$ cat config.mk
export PLATFORM = sky130hd
export DESIGN_NAME = isd_top
export DESIGN_NICKNAME = d
export VERILOG_FILES = /design/src/logic/isd_pkg.sv /design/src/logic/isd_sync.sv /design/src/logic/isd_cmd_decode.sv /design/src/logic/isd_top.sv
export SDC_FILE = /design/constraint.sdc
export NUM_CORES = 1
export LEC_CHECK = 0
export ABC_AREA = 1
export BUFFER_PORTS_ARGS = -buffer_cell sky130_fd_sc_hd__buf_2
export CAP_MARGIN = 40
export CORE_MARGIN = 5
export CORE_UTILIZATION = 53
export DETAILED_ROUTE_END_ITERATION = 10
export GPL_ROUTABILITY_DRIVEN = 0
export PLACE_DENSITY = 0.78
export SLEW_MARGIN = 20
export SYNTH_ARGS = -nofsm -noshare
export SYNTH_HDL_FRONTEND = slang
export SYNTH_HIERARCHICAL = 1
export SYNTH_SLANG_ARGS = --single-unit
$ cat constraint.sdc
create_clock -name clk_i -period 1.53 [get_ports clk_i]
set_input_delay 0.153 -clock clk_i [delete_from_list [all_inputs] [get_ports clk_i]]
set_output_delay 0.153 -clock clk_i [all_outputs]
set_load 0.005 [all_outputs]
$ cat src/logic/isd_pkg.sv
package isd_pkg;
    // instruction codes served by this block
    localparam logic [7:0]  CMD_IDENTITY = 8'h02;   // fetch_identity_cmd
    localparam logic [7:0]  CMD_STATUS   = 8'h03;   // status word read
    localparam logic [7:0]  CMD_ENTER    = 8'h04;   // enter_programming_cmd
    localparam logic [7:0]  CMD_EXIT     = 8'h05;   // back to user mode
    localparam logic [15:0] UNLOCK_KEY   = 16'hE53D; // programming_unlock_key
    localparam logic [7:0]  NOOP_DATA    = 8'hFF;   // read data of unserved codes
    // write byte counts at stop, address byte included
    localparam logic [2:0]  CNT_EXIT     = 3'h2;
    localparam logic [2:0]  CNT_ENTER    = 3'h4;
    localparam logic [3:0]  BITS_BYTE    = 4'h8;
    // status word field positions
    localparam int POS_CRC_FAIL  = 7;
    localparam int POS_CFG_DONE  = 6;
    localparam int POS_ADDR_DONE = 5;
    localparam int POS_PROG      = 4;
    localparam int POS_SHADOW    = 2;
    localparam int POS_ERASE     = 0;
    localparam int POS_PGM_BUSY  = 15;
    localparam int POS_WIPE      = 14;
    localparam int POS_LOG_WR    = 13;
    localparam int POS_LOG_FULL  = 12;
    localparam int POS_ROW_LO    = 8;
    localparam logic [15:0] STATUS_RST = 16'h0000; // status after reset

    // instruction groups
    typedef enum logic [2:0] {
        grp_reserved, grp_status_mode, grp_config, grp_trim, grp_meas, grp_tag, grp_log
    } isd_group_type;

    // state reported by the surrounding device
    typedef struct packed {
        logic       crc_fail_evt;    // backup image check mismatch, pulse
        logic       dualboot_start;  // dual-boot config write begins, pulse
        logic       cfg_done;        // config array done bit, level
        logic       addr_done;       // bus address done bit, level
        logic       shadow_copy_evt; // eeprom copied to shadows, pulse
        logic       erase_busy;      // any eeprom erase running
        logic       program_busy;    // any eeprom program running
        logic       wipe_busy;       // log or tag erase running
        logic       log_write_busy;  // fault data being written
        logic       log_full;        // all log rows written
        logic [3:0] last_row;        // last written log row
    } isd_stat_in_type;
endpackage : isd_pkg

$ cat src/logic/isd_sync.sv
`timescale 1ns/1ps
// two-flop synchroniser for pin inputs
module isd_sync #(
    parameter int WIDTH = 2
) (
    input  wire logic             clk_i,   // system clock
    input  wire logic             rst_n_i, // async reset, active low
    input  wire logic [WIDTH-1:0] d_i,     // asynchronous inputs
    output logic      [WIDTH-1:0] q_o      // synchronised outputs
);
    logic [WIDTH-1:0] meta_reg; // first stage, read only by second
    logic [WIDTH-1:0] q_reg;    // second stage

    // reset high: an idle bus is released
    always_ff @(posedge clk_i or negedge rst_n_i)
    begin
        if (!rst_n_i)
        begin
            meta_reg <= '1;
            q_reg    <= '1;
        end
        else
        begin
            meta_reg <= d_i;
            q_reg    <= meta_reg;
        end
    end

    assign q_o = q_reg;
endmodule : isd_sync

$ cat src/logic/isd_cmd_decode.sv
`timescale 1ns/1ps
// sorts an instruction code into its group
module isd_cmd_decode (
    input  wire logic [7:0]           code_i,  // instruction code
    output isd_pkg::isd_group_type    group_o  // decoded group
);
    // range decode of the instruction space
    function automatic isd_pkg::isd_group_type decode(input logic [7:0] c);
        if (c >= 8'h02 && c <= 8'h05)
            return isd_pkg::grp_status_mode;
        else if (c == 8'h25 || (c >= 8'h31 && c <= 8'h35))
            return isd_pkg::grp_config;
        else if (c >= 8'h41 && c <= 8'h44)
            return isd_pkg::grp_trim;
        else if (c >= 8'h51 && c <= 8'h52)
            return isd_pkg::grp_meas;
        else if (c >= 8'h61 && c <= 8'h65)
            return isd_pkg::grp_tag;
        else if (c == 8'h71 || (c >= 8'h73 && c <= 8'h76))
            return isd_pkg::grp_log;
        else
            return isd_pkg::grp_reserved;
    endfunction : decode

    assign group_o = decode(code_i);
endmodule : isd_cmd_decode

$ cat src/logic/isd_top.sv
`timescale 1ns/1ps
module isd_top #(
    parameter logic [7:0] ID_CODE = 8'h5A // arbitrary identity value
) (
    input  wire logic                     clk_i,         // 50 MHz system clock
    input  wire logic                     rst_n_i,       // async reset, active low
    input  wire logic                     scl_i,         // bus clock pin
    input  wire logic                     sda_i,         // bus data pin, input side
    output logic                          sda_o,         // bus data drive value
    output logic                          sda_oe_o,      // high while pulling data low
    input  wire logic [3:0]               addr_hi_i,     // configured address bits
    input  wire logic [2:0]               addr_strap_i,  // sensed strap address bits
    input  isd_pkg::isd_stat_in_type      stat_i,        // device state, same clock
    output logic                          programming_active_o,   // programming_active
    output logic [15:0]                   status_word_o, // device_state_word
    output isd_pkg::isd_group_type        cmd_group_o,   // group of last code
    output logic                          cmd_strobe_o   // pulse: code received
);
    typedef enum logic [2:0] {st_idle, st_rx, st_ack, st_tx, st_txack} isd_state_type;

    logic [1:0]               pin_s;          // synchronised scl, sda
    logic                     scl_s, sda_s;   // synchronised pins
    logic [2:0]               strap_s;        // synchronised strap
    logic                     scl_q_reg, sda_q_reg; // previous samples
    logic                     scl_rise, scl_fall, bus_start, bus_stop;
    isd_state_type            state_reg, state_next;
    logic [3:0]               bit_reg, bit_next;      // bit counter
    logic [7:0]               shift_reg, shift_next;  // receive shifter
    logic [7:0]               tx_reg, tx_next;        // transmit shifter
    logic [2:0]               cnt_reg, cnt_next;      // write bytes seen
    logic                     rw_reg, rw_next;        // read phase
    logic [7:0]               cmd_reg, cmd_next;      // current code
    logic [15:0]              key_reg, key_next;      // key bytes
    logic                     idx_reg, idx_next;      // read byte index
    logic                     oe_reg, oe_next;        // data pull-down
    logic                     prog_reg, prog_next;    // programming mode
    isd_pkg::isd_group_type   group_reg, group_next, group_dec;
    logic                     strobe_reg, strobe_next;
    logic                     crc_reg, crc_next;      // sticky check fail
    logic                     shadow_reg, shadow_next; // sticky copy flag
    logic                     shadow_clr;             // status low byte sent
    logic [15:0]              status_reg, status_next;
    logic                     addr_hit;

    // pins come from the bus clock domain, two flops first
    isd_sync #(.WIDTH(2)) u_pin_sync (
        .clk_i   (clk_i),
        .rst_n_i (rst_n_i),
        .d_i     ({scl_i, sda_i}),
        .q_o     (pin_s)
    );
    // strap pin is static but still asynchronous
    isd_sync #(.WIDTH(3)) u_strap_sync (
        .clk_i   (clk_i),
        .rst_n_i (rst_n_i),
        .d_i     (addr_strap_i),
        .q_o     (strap_s)
    );
    isd_cmd_decode u_decode (
        .code_i  (shift_reg),
        .group_o (group_dec)
    );

    assign scl_s = pin_s[1];
    assign sda_s = pin_s[0];
    // bus conditions from synchronised samples
    assign scl_rise  = scl_s & ~scl_q_reg;
    assign scl_fall  = ~scl_s & scl_q_reg;
    assign bus_start = scl_s & scl_q_reg & sda_q_reg & ~sda_s;
    assign bus_stop  = scl_s & scl_q_reg & ~sda_q_reg & sda_s;
    assign addr_hit  = (shift_reg[7:1] == {addr_hi_i, strap_s});

    // byte served on a read, by code and position
    function automatic logic [7:0] read_byte(input logic [7:0] c, input logic i,
                                             input logic [15:0] s);
        if (c == isd_pkg::CMD_IDENTITY)
            return ID_CODE;
        else if (c == isd_pkg::CMD_STATUS)
            return i ? s[15:8] : s[7:0];
        else
            return isd_pkg::NOOP_DATA;
    endfunction : read_byte

    // bus engine and mode control, next values
    always_comb
    begin
        state_next  = state_reg;
        bit_next    = bit_reg;
        shift_next  = shift_reg;
        tx_next     = tx_reg;
        cnt_next    = cnt_reg;
        rw_next     = rw_reg;
        cmd_next    = cmd_reg;
        key_next    = key_reg;
        idx_next    = idx_reg;
        oe_next     = oe_reg;
        prog_next   = prog_reg;
        group_next  = group_reg;
        strobe_next = 1'b0;
        shadow_clr  = 1'b0;
        if (bus_start)
        begin
            // plain or repeated start, the code survives
            state_next = st_rx;
            bit_next   = 4'h0;
            cnt_next   = 3'h0;
            oe_next    = 1'b0;
        end
        else if (bus_stop)
        begin
            // mode changes only take effect at the stop
            state_next = st_idle;
            oe_next    = 1'b0;
            if (!rw_reg && cmd_reg == isd_pkg::CMD_ENTER && cnt_reg == isd_pkg::CNT_ENTER
                && key_reg == isd_pkg::UNLOCK_KEY)
                prog_next = 1'b1;
            if (!rw_reg && cmd_reg == isd_pkg::CMD_EXIT && cnt_reg == isd_pkg::CNT_EXIT)
                prog_next = 1'b0;
        end
        else
        begin
            case (state_reg)
                st_rx:
                begin
                    if (scl_rise)
                    begin
                        shift_next = {shift_reg[6:0], sda_s};
                        bit_next   = bit_reg + 4'h1;
                    end
                    else if (scl_fall && bit_reg == isd_pkg::BITS_BYTE)
                    begin
                        state_next = st_ack;
                        oe_next    = 1'b1;
                        bit_next   = 4'h0;
                        idx_next   = 1'b0;
                        if (cnt_reg == 3'h0)
                        begin
                            rw_next = shift_reg[0];
                            if (!addr_hit)
                            begin
                                // not ours: stay off the bus until next start
                                state_next = st_idle;
                                oe_next    = 1'b0;
                            end
                        end
                        else if (cnt_reg == 3'h1)
                        begin
                            cmd_next    = shift_reg;
                            group_next  = group_dec;
                            strobe_next = 1'b1;
                        end
                        else if (cnt_reg == 3'h2)
                            key_next[7:0] = shift_reg;
                        else if (cnt_reg == 3'h3)
                            key_next[15:8] = shift_reg;
                        // saturate so extra bytes spoil the key count
                        if (cnt_reg != 3'h7 && (cnt_reg != 3'h0 || addr_hit))
                            cnt_next = cnt_reg + 3'h1;
                    end
                end
                st_ack:
                begin
                    // ack held until the next bus clock fall; also entered after a master ack
                    if (scl_fall)
                    begin
                        if (rw_reg)
                        begin
                            tx_next    = read_byte(cmd_reg, idx_reg, status_reg);
                            oe_next    = ~tx_next[7];
                            idx_next   = 1'b1;
                            bit_next   = 4'h0;
                            state_next = st_tx;
                            shadow_clr = (cmd_reg == isd_pkg::CMD_STATUS) && !idx_reg;
                        end
                        else
                        begin
                            oe_next    = 1'b0;
                            state_next = st_rx;
                        end
                    end
                end
                st_tx:
                begin
                    if (scl_fall)
                    begin
                        if (bit_reg == 4'h7)
                        begin
                            oe_next    = 1'b0;
                            state_next = st_txack;
                        end
                        else
                        begin
                            tx_next  = {tx_reg[6:0], 1'b1};
                            oe_next  = ~tx_reg[6];
                            bit_next = bit_reg + 4'h1;
                        end
                    end
                end
                st_txack:
                begin
                    if (scl_rise)
                        state_next = sda_s ? st_idle : st_ack;
                end
                default:
                    state_next = st_idle;
            endcase
        end
    end

    // status word, next values
    always_comb
    begin
        crc_next = stat_i.dualboot_start ? 1'b0 : crc_reg;
        if (stat_i.crc_fail_evt)
            crc_next = 1'b1;
        shadow_next = shadow_clr ? 1'b0 : shadow_reg;
        if (stat_i.shadow_copy_evt)
            shadow_next = 1'b1;
        status_next = isd_pkg::STATUS_RST;                     // reserved bits zero
        status_next[isd_pkg::POS_CRC_FAIL]  = crc_reg;
        status_next[isd_pkg::POS_CFG_DONE]  = stat_i.cfg_done;
        status_next[isd_pkg::POS_ADDR_DONE] = stat_i.addr_done;
        status_next[isd_pkg::POS_PROG]      = prog_reg;
        status_next[isd_pkg::POS_SHADOW]    = shadow_reg;
        status_next[isd_pkg::POS_ERASE]     = stat_i.erase_busy;
        status_next[isd_pkg::POS_PGM_BUSY]  = stat_i.program_busy;
        status_next[isd_pkg::POS_WIPE]      = stat_i.wipe_busy;
        status_next[isd_pkg::POS_LOG_WR]    = stat_i.log_write_busy;
        status_next[isd_pkg::POS_LOG_FULL]  = stat_i.log_full;
        status_next[isd_pkg::POS_ROW_LO +: 4] = stat_i.last_row;
    end

    // all state registered here
    always_ff @(posedge clk_i or negedge rst_n_i)
    begin
        if (!rst_n_i)
        begin
            scl_q_reg  <= 1'b1;
            sda_q_reg  <= 1'b1;
            state_reg  <= st_idle;
            bit_reg    <= 4'h0;
            shift_reg  <= 8'h00;
            tx_reg     <= 8'hFF;
            cnt_reg    <= 3'h0;
            rw_reg     <= 1'b0;
            cmd_reg    <= 8'h00;
            key_reg    <= 16'h0000;
            idx_reg    <= 1'b0;
            oe_reg     <= 1'b0;
            prog_reg   <= 1'b0;
            group_reg  <= isd_pkg::grp_reserved;
            strobe_reg <= 1'b0;
            crc_reg    <= 1'b0;
            shadow_reg <= 1'b0;
            status_reg <= isd_pkg::STATUS_RST;
        end
        else
        begin
            scl_q_reg  <= scl_s;
            sda_q_reg  <= sda_s;
            state_reg  <= state_next;
            bit_reg    <= bit_next;
            shift_reg  <= shift_next;
            tx_reg     <= tx_next;
            cnt_reg    <= cnt_next;
            rw_reg     <= rw_next;
            cmd_reg    <= cmd_next;
            key_reg    <= key_next;
            idx_reg    <= idx_next;
            oe_reg     <= oe_next;
            prog_reg   <= prog_next;
            group_reg  <= group_next;
            strobe_reg <= strobe_next;
            crc_reg    <= crc_next;
            shadow_reg <= shadow_next;
            status_reg <= status_next;
        end
    end

    // open-drain: the drive value is always low
    assign sda_o         = 1'b0;
    assign sda_oe_o      = oe_reg;
    assign programming_active_o   = prog_reg;
    assign status_word_o = status_reg;
    assign cmd_group_o   = group_reg;
    assign cmd_strobe_o  = strobe_reg;
endmodule : isd_top

# Yosys cells after proc, flatten, opt, wreduce, memory -nomap -nowiden
# Cells that the tools add are included.
dict set report word_totals {
  reg_bits 85
  input_bits 25
  word_cells 218
}
dict set report classes {
  n_addsub 2
  magnitude_cmp 12
  n_eq_ne 38
  muxes 81
  bitwise_logic 19
  n_reduce_logical 43
}
# operator count
set op_table {}
lappend op_table {{8-bit 2-to-1 mux} 8}
lappend op_table {{3-bit 2-to-1 mux} 20}
lappend op_table {{8-bit by 7-bit >= comparator with 1-bit output, second input constant} 4}
lappend op_table {{8-bit by 7-bit <= comparator with 1-bit output, second input constant} 4}
lappend op_table {{1-bit 2-to-1 mux} 32}
lappend op_table {{4-bit 2-to-1 mux} 8}
lappend op_table {{7-bit 2-to-1 mux} 4}
lappend op_table {{4-bit != test, second input constant} 7}
lappend op_table {{7-bit AND reduction} 4}
lappend op_table {{16-bit == test, second input constant} 1}
lappend op_table {{8-bit by 2-bit == test with 1-bit output, second input constant} 2}
lappend op_table {{8-bit by 3-bit == test with 1-bit output, second input constant} 2}
lappend op_table {{2-bit nonzero test} 8}
lappend op_table {{3-bit != test, second input constant} 5}
lappend op_table {{1-bit logical AND} 14}
lappend op_table {{2-bit != test, second input constant} 7}
lappend op_table {{7-bit case mux with 2 select lines} 1}
lappend op_table {{3-bit by 2-bit == test with 1-bit output, second input constant} 4}
lappend op_table {{1-bit NOT} 12}
lappend op_table {{3-bit case mux with 4 select lines} 1}
lappend op_table {{4-bit case mux with 3 select lines} 1}
lappend op_table {{6-bit AND reduction} 2}
lappend op_table {{5-bit AND reduction} 2}
lappend op_table {{9-bit AND reduction} 1}
lappend op_table {{27 further kinds} 41}

# Logic depth before layout (Yosys ltp)
# Gate-level depths: netlist (run 1).
dict set report depth {
  word_depth 14
  ltp_mapped 11
  depth_no_buf 11
}

# By module
# Netlist (run 1), hierarchy kept.
# mod n_inst cells_per_inst area_each_um2 seq_area_each_um2
set modules_own_cells {}
lappend modules_own_cells {isd_top 1 451 3940.0 1888.1}
lappend modules_own_cells {isd_cmd_decode 1 61 267.8 0.0}
lappend modules_own_cells {{isd_sync (u_strap_sync)} 1 6 157.7 157.7}
lappend modules_own_cells {{isd_sync (u_pin_sync)} 1 4 105.1 105.1}

# Worst setup path after synthesis (run 1)
# OpenSTA, ideal clock, no wires.
dict set report synth_timing {
  path_kind {flip-flop to flip-flop}
  from {register scl_q_reg}
  to {register group_reg[1], in the netlist cmd_group_o[1]}
  setup_ns 0.116
  t_arrival_ns 1.401
  setup_slack_ns 0.012
  path_stages_with_launch 9
  path_buffers 1
  cell_sequence {dfstp_2 -> inv_1 -> nor2_4 -> nand4_4 -> nor2_8 -> nand4_1 -> buf_4 -> nand2_1 -> nand2_1}
}
dict set report synth_between {
  elab_chain_len 5
  elab_cells_between_ends 13
}
# element line
set synth_lines {}
lappend synth_lines {{start, declared} isd_top.sv:24} ;# logic scl_q_reg, sda_q_reg;
lappend synth_lines {{start signal, assigned} isd_top.sv:259} ;# scl_q_reg <= scl_s;
lappend synth_lines {{1-bit AND} {isd_top.sv:69, isd_top.sv:70}}
lappend synth_lines {{1-bit AND (on tied branches) (2 in a row)} {isd_top.sv:70, isd_top.sv:69}}
lappend synth_lines {{1-bit NOT (no line)} --}
lappend synth_lines {{7-bit AND reduction (no line) (*)} --}
lappend synth_lines {{end signal, assigned} isd_top.sv:251} ;# group_reg <= isd_pkg::grp_reserved;
lappend synth_lines {{end signal, assigned} isd_top.sv:272} ;# group_reg <= group_next;
lappend synth_lines {{end, declared} isd_top.sv:37} ;# isd_pkg::isd_group_type group_reg, group_next, group_dec;
# Mark *: on every way between the ends. The rest lies on a longest branch, timed or not.
# A chain may end at the register's enable or synchronous reset.

# Worst setup path after layout (run 1)
dict set report layout_timing {
  from {register cnt_reg[0]}
  to {register key_reg[0]}
}
dict set report layout_between {
  elab_chain_len 3
  elab_cells_between_ends 6
}
# element line
set layout_lines {}
lappend layout_lines {{start, declared} isd_top.sv:30} ;# logic [2:0] cnt_reg, cnt_next;
lappend layout_lines {{start signal, assigned} isd_top.sv:265} ;# cnt_reg <= cnt_next;
lappend layout_lines {{3-bit by 1-bit == test with 1-bit output or 3-bit logical NOT (tied branches)} {isd_top.sv:146, isd_top.sv:136}}
lappend layout_lines {{1-bit NOT (no line)} --}
lappend layout_lines {{8-bit AND reduction (no line) (*)} --}
lappend layout_lines {{end signal, assigned} isd_top.sv:268} ;# key_reg <= key_next;
lappend layout_lines {{end, declared} isd_top.sv:33} ;# logic [15:0] key_reg, key_next;
# Marked as above.

==> reports/metrics.csv, run 1 <==
metric;value;unit
Residual DRC;0;
P_sw;0.00146;W
met1 usage;0.250;
core box area;0.00822;mm²
CP max FO;8;
Clock Sink Count;85;
post-synthesis sequential element count;85;
vias in the first global route;3935;
Final ANT Viol Nets;0;
Area Growth Syn to Fin;34.0;%
switch share;0.291;
Gate power share;0.136;
Die X;102;µm
fraction of layout cells with a size suffix above 1;0.387;
Max Cap Viol;0;
largest net degree at the start of global routing;86;
Tot GR Track Use;0.214;
vias;4265;
Crit Path Class;flip-flop to flip-flop;
met2 Use GR;0.384;
Final Cycle Share;1.11;
PD cells;839;mW/mm²
CP Capture Type;flip-flop;
initial antenna violation count;0;
IO buf count;44;
leakage power;2.86;nW
CTS tree;built;
Initial DRT Pass Iterations;5;
cts bufs inserted;9;
Ports;48;
M3 GR Usage;0.0430;
synth warn;6;
Setup Viol. Count Final;36;
GRT overflow;0;
number of nets in the layout;679;
Arr. time, crit path;1980;ps
status;complete, but fails checks;
Antenna Diode Count;0;
commonest non-fill, non-tap cell in the layout;nand2_1;
startpoint types;flip-flop;
global-route wire length before repair;17600;µm
violated checks;setup timing;
# fillers;545;
Internal;0.00356;W
max reg flops;16;
Vias/cell;5.64;
Final WS setup;-161;ps
Die Area;0.0104;mm²
final std cells w/o fill;756;
worst reg-to-reg setup slack;-160;ps
commonest cells after routing, fill and taps aside;nand2_1 (138), dfrtp_1 (64), inv_1 (50), buf_2 (43), buf_4 (39);
min-delay worst type;primary input to asynchronous set/reset pin;
Routed WL;13000;µm
RSZ-0062 raised after global routing;true;
Reg clk slew, reported paths;90;ps
initial core utilization;0.544;
cell count after placement;699;
Die Y;102;µm
row count;33;
Starting DRT DRC Count;356;
routed len/inst;17.2;µm
maximum vdd ir drop;0.000601;V
Mapped Cells;522;
Longest Clk Path Bufs;2;
pins over their slew limit;0;
Hold Fails Final Rpt;0;
CTS root buffer;clkbuf_8;
H-tree levels;3;
worst path required time;1820;ps
worst skew pair latency;380;ps
register share of total power;0.519;
clock power share;0.346;
Clock Skew;23.7;ps
Final min period;1690;ps
f_max;0.591;GHz
Netlist cell types;41;
post-synthesis sequential area ratio;0.481;
mapped cell area;0.00447;mm²
synthesized area per cell;8.56;µm²
GRT busiest layer;met2;
Post-DP HPWL;7400;µm
Setup TNS;-3190;ps
==> cell families after synthesis <==
group | count (synthesis) | share of synthesized area
and+or+nand+nor | 285 | 0.320
DFF | 85 | 0.481
buffers and inverters | 73 | 0.0725
AOI/OAI and AO/OA | 66 | 0.0949
adders and majority gates | 8 | 0.0224
xor gates and xnor gates | 4 | 0.00784
other | 1 | 0.000839
==> cell usage after synthesis (all sizes together) <==
cell type / instances / area [µm²]
o21ai: 51 / 330
nor3b: 2 / 15.0
conb: 1 / 3.75
dfrtp: 66 / 1650
xor2: 2 / 17.5
a21oi: 9 / 48.8
o211ai: 4 / 30.0
nor3: 11 / 77.6
clkinv: 1 / 8.76
o21bai: 1 / 7.51
xnor2: 2 / 17.5
nand4: 9 / 101
o21a: 1 / 7.51
nand3b: 2 / 15.0
nand2: 179 / 751
and2: 2 / 15.0
nor2: 45 / 259
nand3: 34 / 193
ha: 8 / 100
inv: 63 / 241
dfstp: 19 / 499
nor4: 1 / 6.26
buf: 9 / 73.8
==> worst max-delay path, stage by stage, from the launching register on <==
cell and delay [ps]:
dfrtp_1 430, inv_2 80, ha_2 210, nand2_1 90
nand2_1 80, inv_2 100, buf_4 130, nand4_4 130
clkbuf_16 200, o21ai_1 170
==> through the flow <==
step / hold WS (ps) / cell area [µm²] / utilization / worst slack [ps] / total power [W]
after floorplan: -143 / 4480 / - / 12.2 / 0.00293
after global placement: 212 / 5050 / 0.614 / -58.5 / 0.00316
after detailed placement: 220 / 5050 / 0.614 / -118 / 0.00319
after CTS: 359 / 5560 / 0.677 / -59.4 / 0.00493
after global routing: 361 / 5990 / 0.729 / -199 / 0.00521
final: 294 / 5990 / 0.729 / -161 / 0.00503
==> final timing paths <==
check                                                       from                           to  cells after the start
worst max-delay path                      cnt_reg[0]$_DFFE_PN0P_       key_reg[0]$_DFFE_PN0P_                      9
worst min-delay path                                     rst_n_i       bit_reg[2]$_DFFE_PN0P_                      3
worst max register to register            cnt_reg[0]$_DFFE_PN0P_       key_reg[0]$_DFFE_PN0P_                      9
worst min register to register  u_pin_sync/meta_reg[1]$_DFF_PN1_  u_pin_sync/q_o[1]$_DFF_PN1_                      0
max in group asynchronous                                rst_n_i     state_reg[0]$_DFFE_PN0P_                      3
min in group clk_i              u_pin_sync/meta_reg[1]$_DFF_PN1_  u_pin_sync/q_o[1]$_DFF_PN1_                      0
==> power by group through the flow <==
| stage | clock [W] | combinational (W) | sequential [W] |
|---|---|---|---|
| 6_report | 0.00174 | 0.000681 | 0.00261 |
| 5_1_grt | 0.00183 | 0.000754 | 0.00262 |
| 4_1_cts | 0.00173 | 0.000614 | 0.00259 |
| 3_5_place_dp | 0 | 0.000563 | 0.00263 |
| 3_3_place_gp | 0 | 0.000541 | 0.00261 |
| 2_1_floorplan | 0 | 0.000326 | 0.00260 |
==> metal layers <==
| metal | share of wire | up-vias | wire, µm |
|---|---|---|---|
| li1 | - | 1908 | - |
| met1 | 0.35 | 2043 | 4580 |
| met5 | 0 | - | 0 |
| met3 | 0.071 | 79 | 921 |
| met2 | 0.52 | 235 | 6770 |
| met4 | 0.057 | 0 | 738 |
==> cell type report <==
class / count / area (µm²) / area share
multi-input cells: 367 / 2260 / 0.377
flip-flops and latches: 85 / 2150 / 0.359
repair buffers: 119 / 967 / 0.161
inverters: 64 / 270 / 0.0451
well taps: 105 / 131 / 0.0219
clock buffers: 9 / 124 / 0.0207
clock inverters: 7 / 87.6 / 0.0146
==> repair_timing <==
action / CTS / global route
endpoints found under the hold margin: 84 / 0
pin swaps: 2 / 21
setup buffers: 4 / 12
cloned: 0 / 5
hold buffers: 20 / 0
endpoints found under the setup margin: 43 / 48
resized for setup: 19 / 80
Note: power is estimated with default switching activity, not from simulation.
==> run 2, diff against run 1 <==
--- a/config.mk
+++ b/config.mk
@@ -9,10 +9,12 @@
 export BUFFER_PORTS_ARGS = -buffer_cell sky130_fd_sc_hd__buf_2
 export CAP_MARGIN = 40
 export CORE_MARGIN = 5
-export CORE_UTILIZATION = 53
+export CORE_UTILIZATION = 43
+export CTS_CLUSTER_SIZE = 20
 export DETAILED_ROUTE_END_ITERATION = 10
 export GPL_ROUTABILITY_DRIVEN = 0
-export PLACE_DENSITY = 0.78
+export PLACE_DENSITY = 0.66
+export SKIP_LAST_GASP = 1
 export SLEW_MARGIN = 20
 export SYNTH_ARGS = -nofsm -noshare
 export SYNTH_HDL_FRONTEND = slang
==> reports/metrics.csv, run 2 (synthesized netlist as in run 1, its figures left out) <==
metric;value;unit
Reg clk slew, reported paths;90;ps
leakage power;2.95;nW
CP max FO;5;
Max Cap Viol;0;
Antenna Diode Count;0;
initial antenna violation count;0;
RSZ-0062 raised after global routing;true;
Hold Fails Final Rpt;0;
Final WS setup;-145;ps
fraction of layout cells with a size suffix above 1;0.407;
Starting DRT DRC Count;208;
Vias/cell;4.99;
commonest non-fill, non-tap cell in the layout;nand2_1;
vias;3951;
maximum vdd ir drop;0.000667;V
Core Util, Final;0.607;
worst skew pair latency;360;ps
Die Area;0.0125;mm²
GRT overflow;0;
Tot GR Track Use;0.181;
cts bufs inserted;9;
PD cells;818;mW/mm²
Routed WL;11600;µm
Die X;112;µm
Area Growth Syn to Fin;38.9;%
Final Cycle Share;1.09;
Clock Sink Count;85;
startpoint types;flip-flop;
Arr. time, crit path;1920;ps
Residual DRC;0;
largest net degree at the start of global routing;86;
routed len/inst;14.6;µm
Crit Path Class;flip-flop to flip-flop;
status;complete, but fails checks;
Final min period;1680;ps
violated checks;setup timing;
Setup Viol. Count Final;43;
Ports;48;
Post-DP HPWL;7380;µm
Longest Clk Path Bufs;2;
initial core utilization;0.437;
core box area;0.0102;mm²
max reg flops;16;
f_max;0.597;GHz
Final ANT Viol Nets;0;
CTS tree;built;
global-route wire length before repair;18600;µm
Die Y;112;µm
Clock Skew;10.2;ps
commonest cells after routing, fill and taps aside;nand2_1 (124), dfrtp_1 (65), inv_1 (51), buf_4 (44), buf_2 (43);
H-tree levels;3;
pins over their slew limit;0;
final total power;0.00508;W
Initial DRT Pass Iterations;4;
row count;37;
min-delay worst type;primary input to asynchronous set/reset pin;
number of nets in the layout;684;
IO buf count;44;
vias in the first global route;3972;
CP Capture Type;flip-flop;
worst path required time;1780;ps
CTS root buffer;clkbuf_8;
==> run 2: cell count changes in the layout (fill, tap and decap cells not counted), moves of 4 or more <==
cell	change
nand2_4	+9
buf_4	+5
o21ai_0	+4
o21ai_1	-6
nand2_1	-14
==> run 2: final cells by class <==
class	count	area [µm²]
clock buffers	10	138
clock inverters	6	86.3
fillers	859	4020
inverters	64	273
multi-input cells	367	2350
flip-flops and latches	85	2150
well taps	136	170
repair buffers	124	1040
==> run 2: timing repair <==
action / 4_1_cts / 5_1_grt
cloned: 3 / 2
hold endpoints to repair: 84 / 0
gates resized for setup: 26 / 91
pin swaps: 5 / 19
setup buffers: 4 / 12
endpoints found under the setup margin: 44 / 56
hold buffers: 20 / 0
==> run 2: critical path: stages (launching register included) <==
cell,delay (ps)
dfstp_2,540
inv_2,50
nor2_4,120
nand4_4,130
nor2_8,140
nand4_1,130
buf_6,180
buf_12,150
nand2_4,50
o21ai_2,50
==> run 2: report_power, final <==
part	switching [W]	internal (W)
Combinational	0.000395	0.000314
Clock	0.000818	0.000960
Sequential	0.000119	0.00248
==> run 2: path summary, 6_finish.rpt <==
check | start | to | slack, ps | cells after the start
min | rst_n_i | bit_reg[2]$_DFFE_PN0P_ | 330 | 3
max | scl_q_reg$_DFF_PN1_ | cmd_reg[3]$_DFFE_PN0P_ | -150 | 9
max reg2reg | scl_q_reg$_DFF_PN1_ | cmd_reg[3]$_DFFE_PN0P_ | -150 | 9
max in group asynchronous | rst_n_i | tx_reg[4]$_DFFE_PN1P_ | 770 | 3
min reg2reg | u_pin_sync/meta_reg[1]$_DFF_PN1_ | u_pin_sync/q_o[1]$_DFF_PN1_ | 350 | 0
min in group clk_i | u_pin_sync/meta_reg[1]$_DFF_PN1_ | u_pin_sync/q_o[1]$_DFF_PN1_ | 350 | 0
==> run 2: metal layers <==
layer,vias to the layer above,wire (µm),global-route usage
li1,1915,-,-
met1,1897,4580,0.217
met2,106,6240,0.324
met3,33,463,0.0435
met4,0,265,0.0505
met5,-,0,0
==> run 2: stage by stage <==
step	setup TNS, ps	hold slack, ps	setup WS, ps	cell area (µm²)	instances
after floorplan	0	-143	12.2	4480	524
after global placement	-960	216	-61.6	5120	735
after detailed placement	-2900	223	-117	5120	735
after CTS	-2480	358	-103	5740	778
after global routing	-7830	359	-242	6210	792
final	-4210	329	-145	6210	792
==> run 3, diff against run 2 <==
--- a/config.mk
+++ b/config.mk
@@ -8,12 +8,11 @@
 export ABC_AREA = 1
 export BUFFER_PORTS_ARGS = -buffer_cell sky130_fd_sc_hd__buf_2
 export CAP_MARGIN = 40
-export CORE_MARGIN = 5
-export CORE_UTILIZATION = 43
+export CORE_UTILIZATION = 35
 export CTS_CLUSTER_SIZE = 20
 export DETAILED_ROUTE_END_ITERATION = 10
 export GPL_ROUTABILITY_DRIVEN = 0
-export PLACE_DENSITY = 0.66
+export PLACE_DENSITY = 0.56
 export SKIP_LAST_GASP = 1
 export SLEW_MARGIN = 20
 export SYNTH_ARGS = -nofsm -noshare
==> reports/metrics.csv, run 3 (synthesized netlist as in run 1, its figures left out) <==
metric;value;unit
status;complete, but fails checks;
violated checks;setup timing;
GRT busiest layer;met2;
CP max FO;5;
global-route wire length before repair;17000;µm
routed len/inst;12.8;µm
Clock Sink Count;85;
Die Y;115;µm
Starting DRT DRC Count;177;
core box area;0.0122;mm²
Reg clk slew, reported paths;60;ps
number of nets in the layout;680;
largest net degree at the start of global routing;34;
Residual DRC;0;
Final ANT Viol Nets;0;
fraction of layout cells with a size suffix above 1;0.362;
vias in the first global route;3637;
row count;40;
PD cells;901;mW/mm²
Post-DP HPWL;7500;µm
startpoint types;flip-flop;
Longest Clk Path Bufs;2;
GRT overflow;0;
Tot GR Track Use;0.166;
Ports;48;
pins over their slew limit;0;
Final Cycle Share;1.07;
Setup Viol. Count Final;41;
f_max;0.611;GHz
Arr. time, crit path;1870;ps
worst skew pair latency;350;ps
maximum vdd ir drop;0.000715;V
H-tree levels;3;
worst path required time;1760;ps
vias;3799;
commonest non-fill, non-tap cell in the layout;nand2_1;
CTS tree;built;
M3 GR Usage;0.0459;
Final WS setup;-106;ps
Final min period;1640;ps
CP Capture Type;flip-flop;
Vias/cell;4.63;
Initial DRT Pass Iterations;6;
Clock Skew;10.7;ps
Crit Path Class;flip-flop to flip-flop;
initial core utilization;0.366;
final total power;0.00548;W
commonest cells after routing, fill and taps aside;nand2_1 (147), dfrtp_1 (66), inv_1 (50), buf_2 (43), buf_4 (43);
IO buf count;44;
CTS root buffer;clkbuf_16;
met2 Use GR;0.288;
min-delay worst type;primary input to asynchronous set/reset pin;
met1 usage;0.206;
Antenna Diode Count;0;
RSZ-0062 raised after global routing;true;
Max Cap Viol;0;
Routed WL;10500;µm
max reg flops;16;
Hold Fails Final Rpt;0;
Die X;115;µm
leakage power;2.91;nW
initial antenna violation count;0;
Setup TNS;-2210;ps
Die Area;0.0132;mm²
cts bufs inserted;9;
Area Growth Syn to Fin;35.9;%
pre-CTS setup slack;-81.9;ps
-- run 3: timing repair --
item                       in CTS  in global routing
cloned                          2                  3
setup buffers                   3                  8
hold buffers                   20                  0
setup endpoints to repair      46                 52
pin swaps                       5                  6
hold endpoints to repair       40                  0
gates resized for setup        15                 42
-- run 3: final timing paths --
| path | from | to | slack [ps] | cells after the start |
|---|---|---|---|---|
| max in group asynchronous | rst_n_i | u_strap_sync/q_o[1]$_DFF_PN1_ | 700 | 3 |
| worst min-delay path | rst_n_i | state_reg[1]$_DFFE_PN0P_ | 290 | 2 |
| worst max-delay path | scl_q_reg$_DFF_PN1_ | cmd_reg[3]$_DFFE_PN0P_ | -110 | 9 |
| min in group clk_i | u_pin_sync/meta_reg[1]$_DFF_PN1_ | u_pin_sync/q_o[1]$_DFF_PN1_ | 350 | 0 |
| worst max register to register | scl_q_reg$_DFF_PN1_ | cmd_reg[3]$_DFFE_PN0P_ | -110 | 9 |
| worst min register to register | u_pin_sync/meta_reg[1]$_DFF_PN1_ | u_pin_sync/q_o[1]$_DFF_PN1_ | 350 | 0 |
-- run 3: final cells by class --
type	instances	area (µm²)
Sequential cell	85	2150
Fill cell	1167	6140
Inverter	64	260
Timing Repair Buffer	119	972
Clock buffer	11	253
Multi-Input combinational cell	368	2170
Tap cell	168	210
Clock inverter	5	58.8
-- run 3: routing by layer --
metal | share of wire | wire (µm)
met1 | 0.46 | 4810
met2 | 0.50 | 5260
met3 | 0.030 | 317
met4 | 0.0091 | 95
met5 | 0 | 0
-- run 3: metrics by stage --
| step | util | instances | instance area (µm²) | hold slack (ps) |
|---|---|---|---|---|
| finish | 0.498 | 820 | 6080 | 286 |
| global route | 0.498 | 820 | 6080 | 326 |
| CTS | 0.478 | 810 | 5840 | 297 |
| detailed placement | 0.426 | 769 | 5200 | 124 |
| global placement | 0.426 | 769 | 5200 | 121 |
| floorplan | - | 524 | 4480 | -143 |
-- run 3: critical path: stages, from the launching register on --
cell and delay (ps):
dfstp_2 540, inv_2 50, nor2_4 100, nand4_4 130, nor2_8 150, nand4_1 110
buf_6 160, buf_12 140, nand2_1 70, o21ai_2 60
-- run 3: power by group --
part	internal, W	total (W)	switching [W]
Sequential	0.00248	0.00258	0.0000999
Clock	0.00135	0.00225	0.000899
Combinational	0.000284	0.000648	0.000364
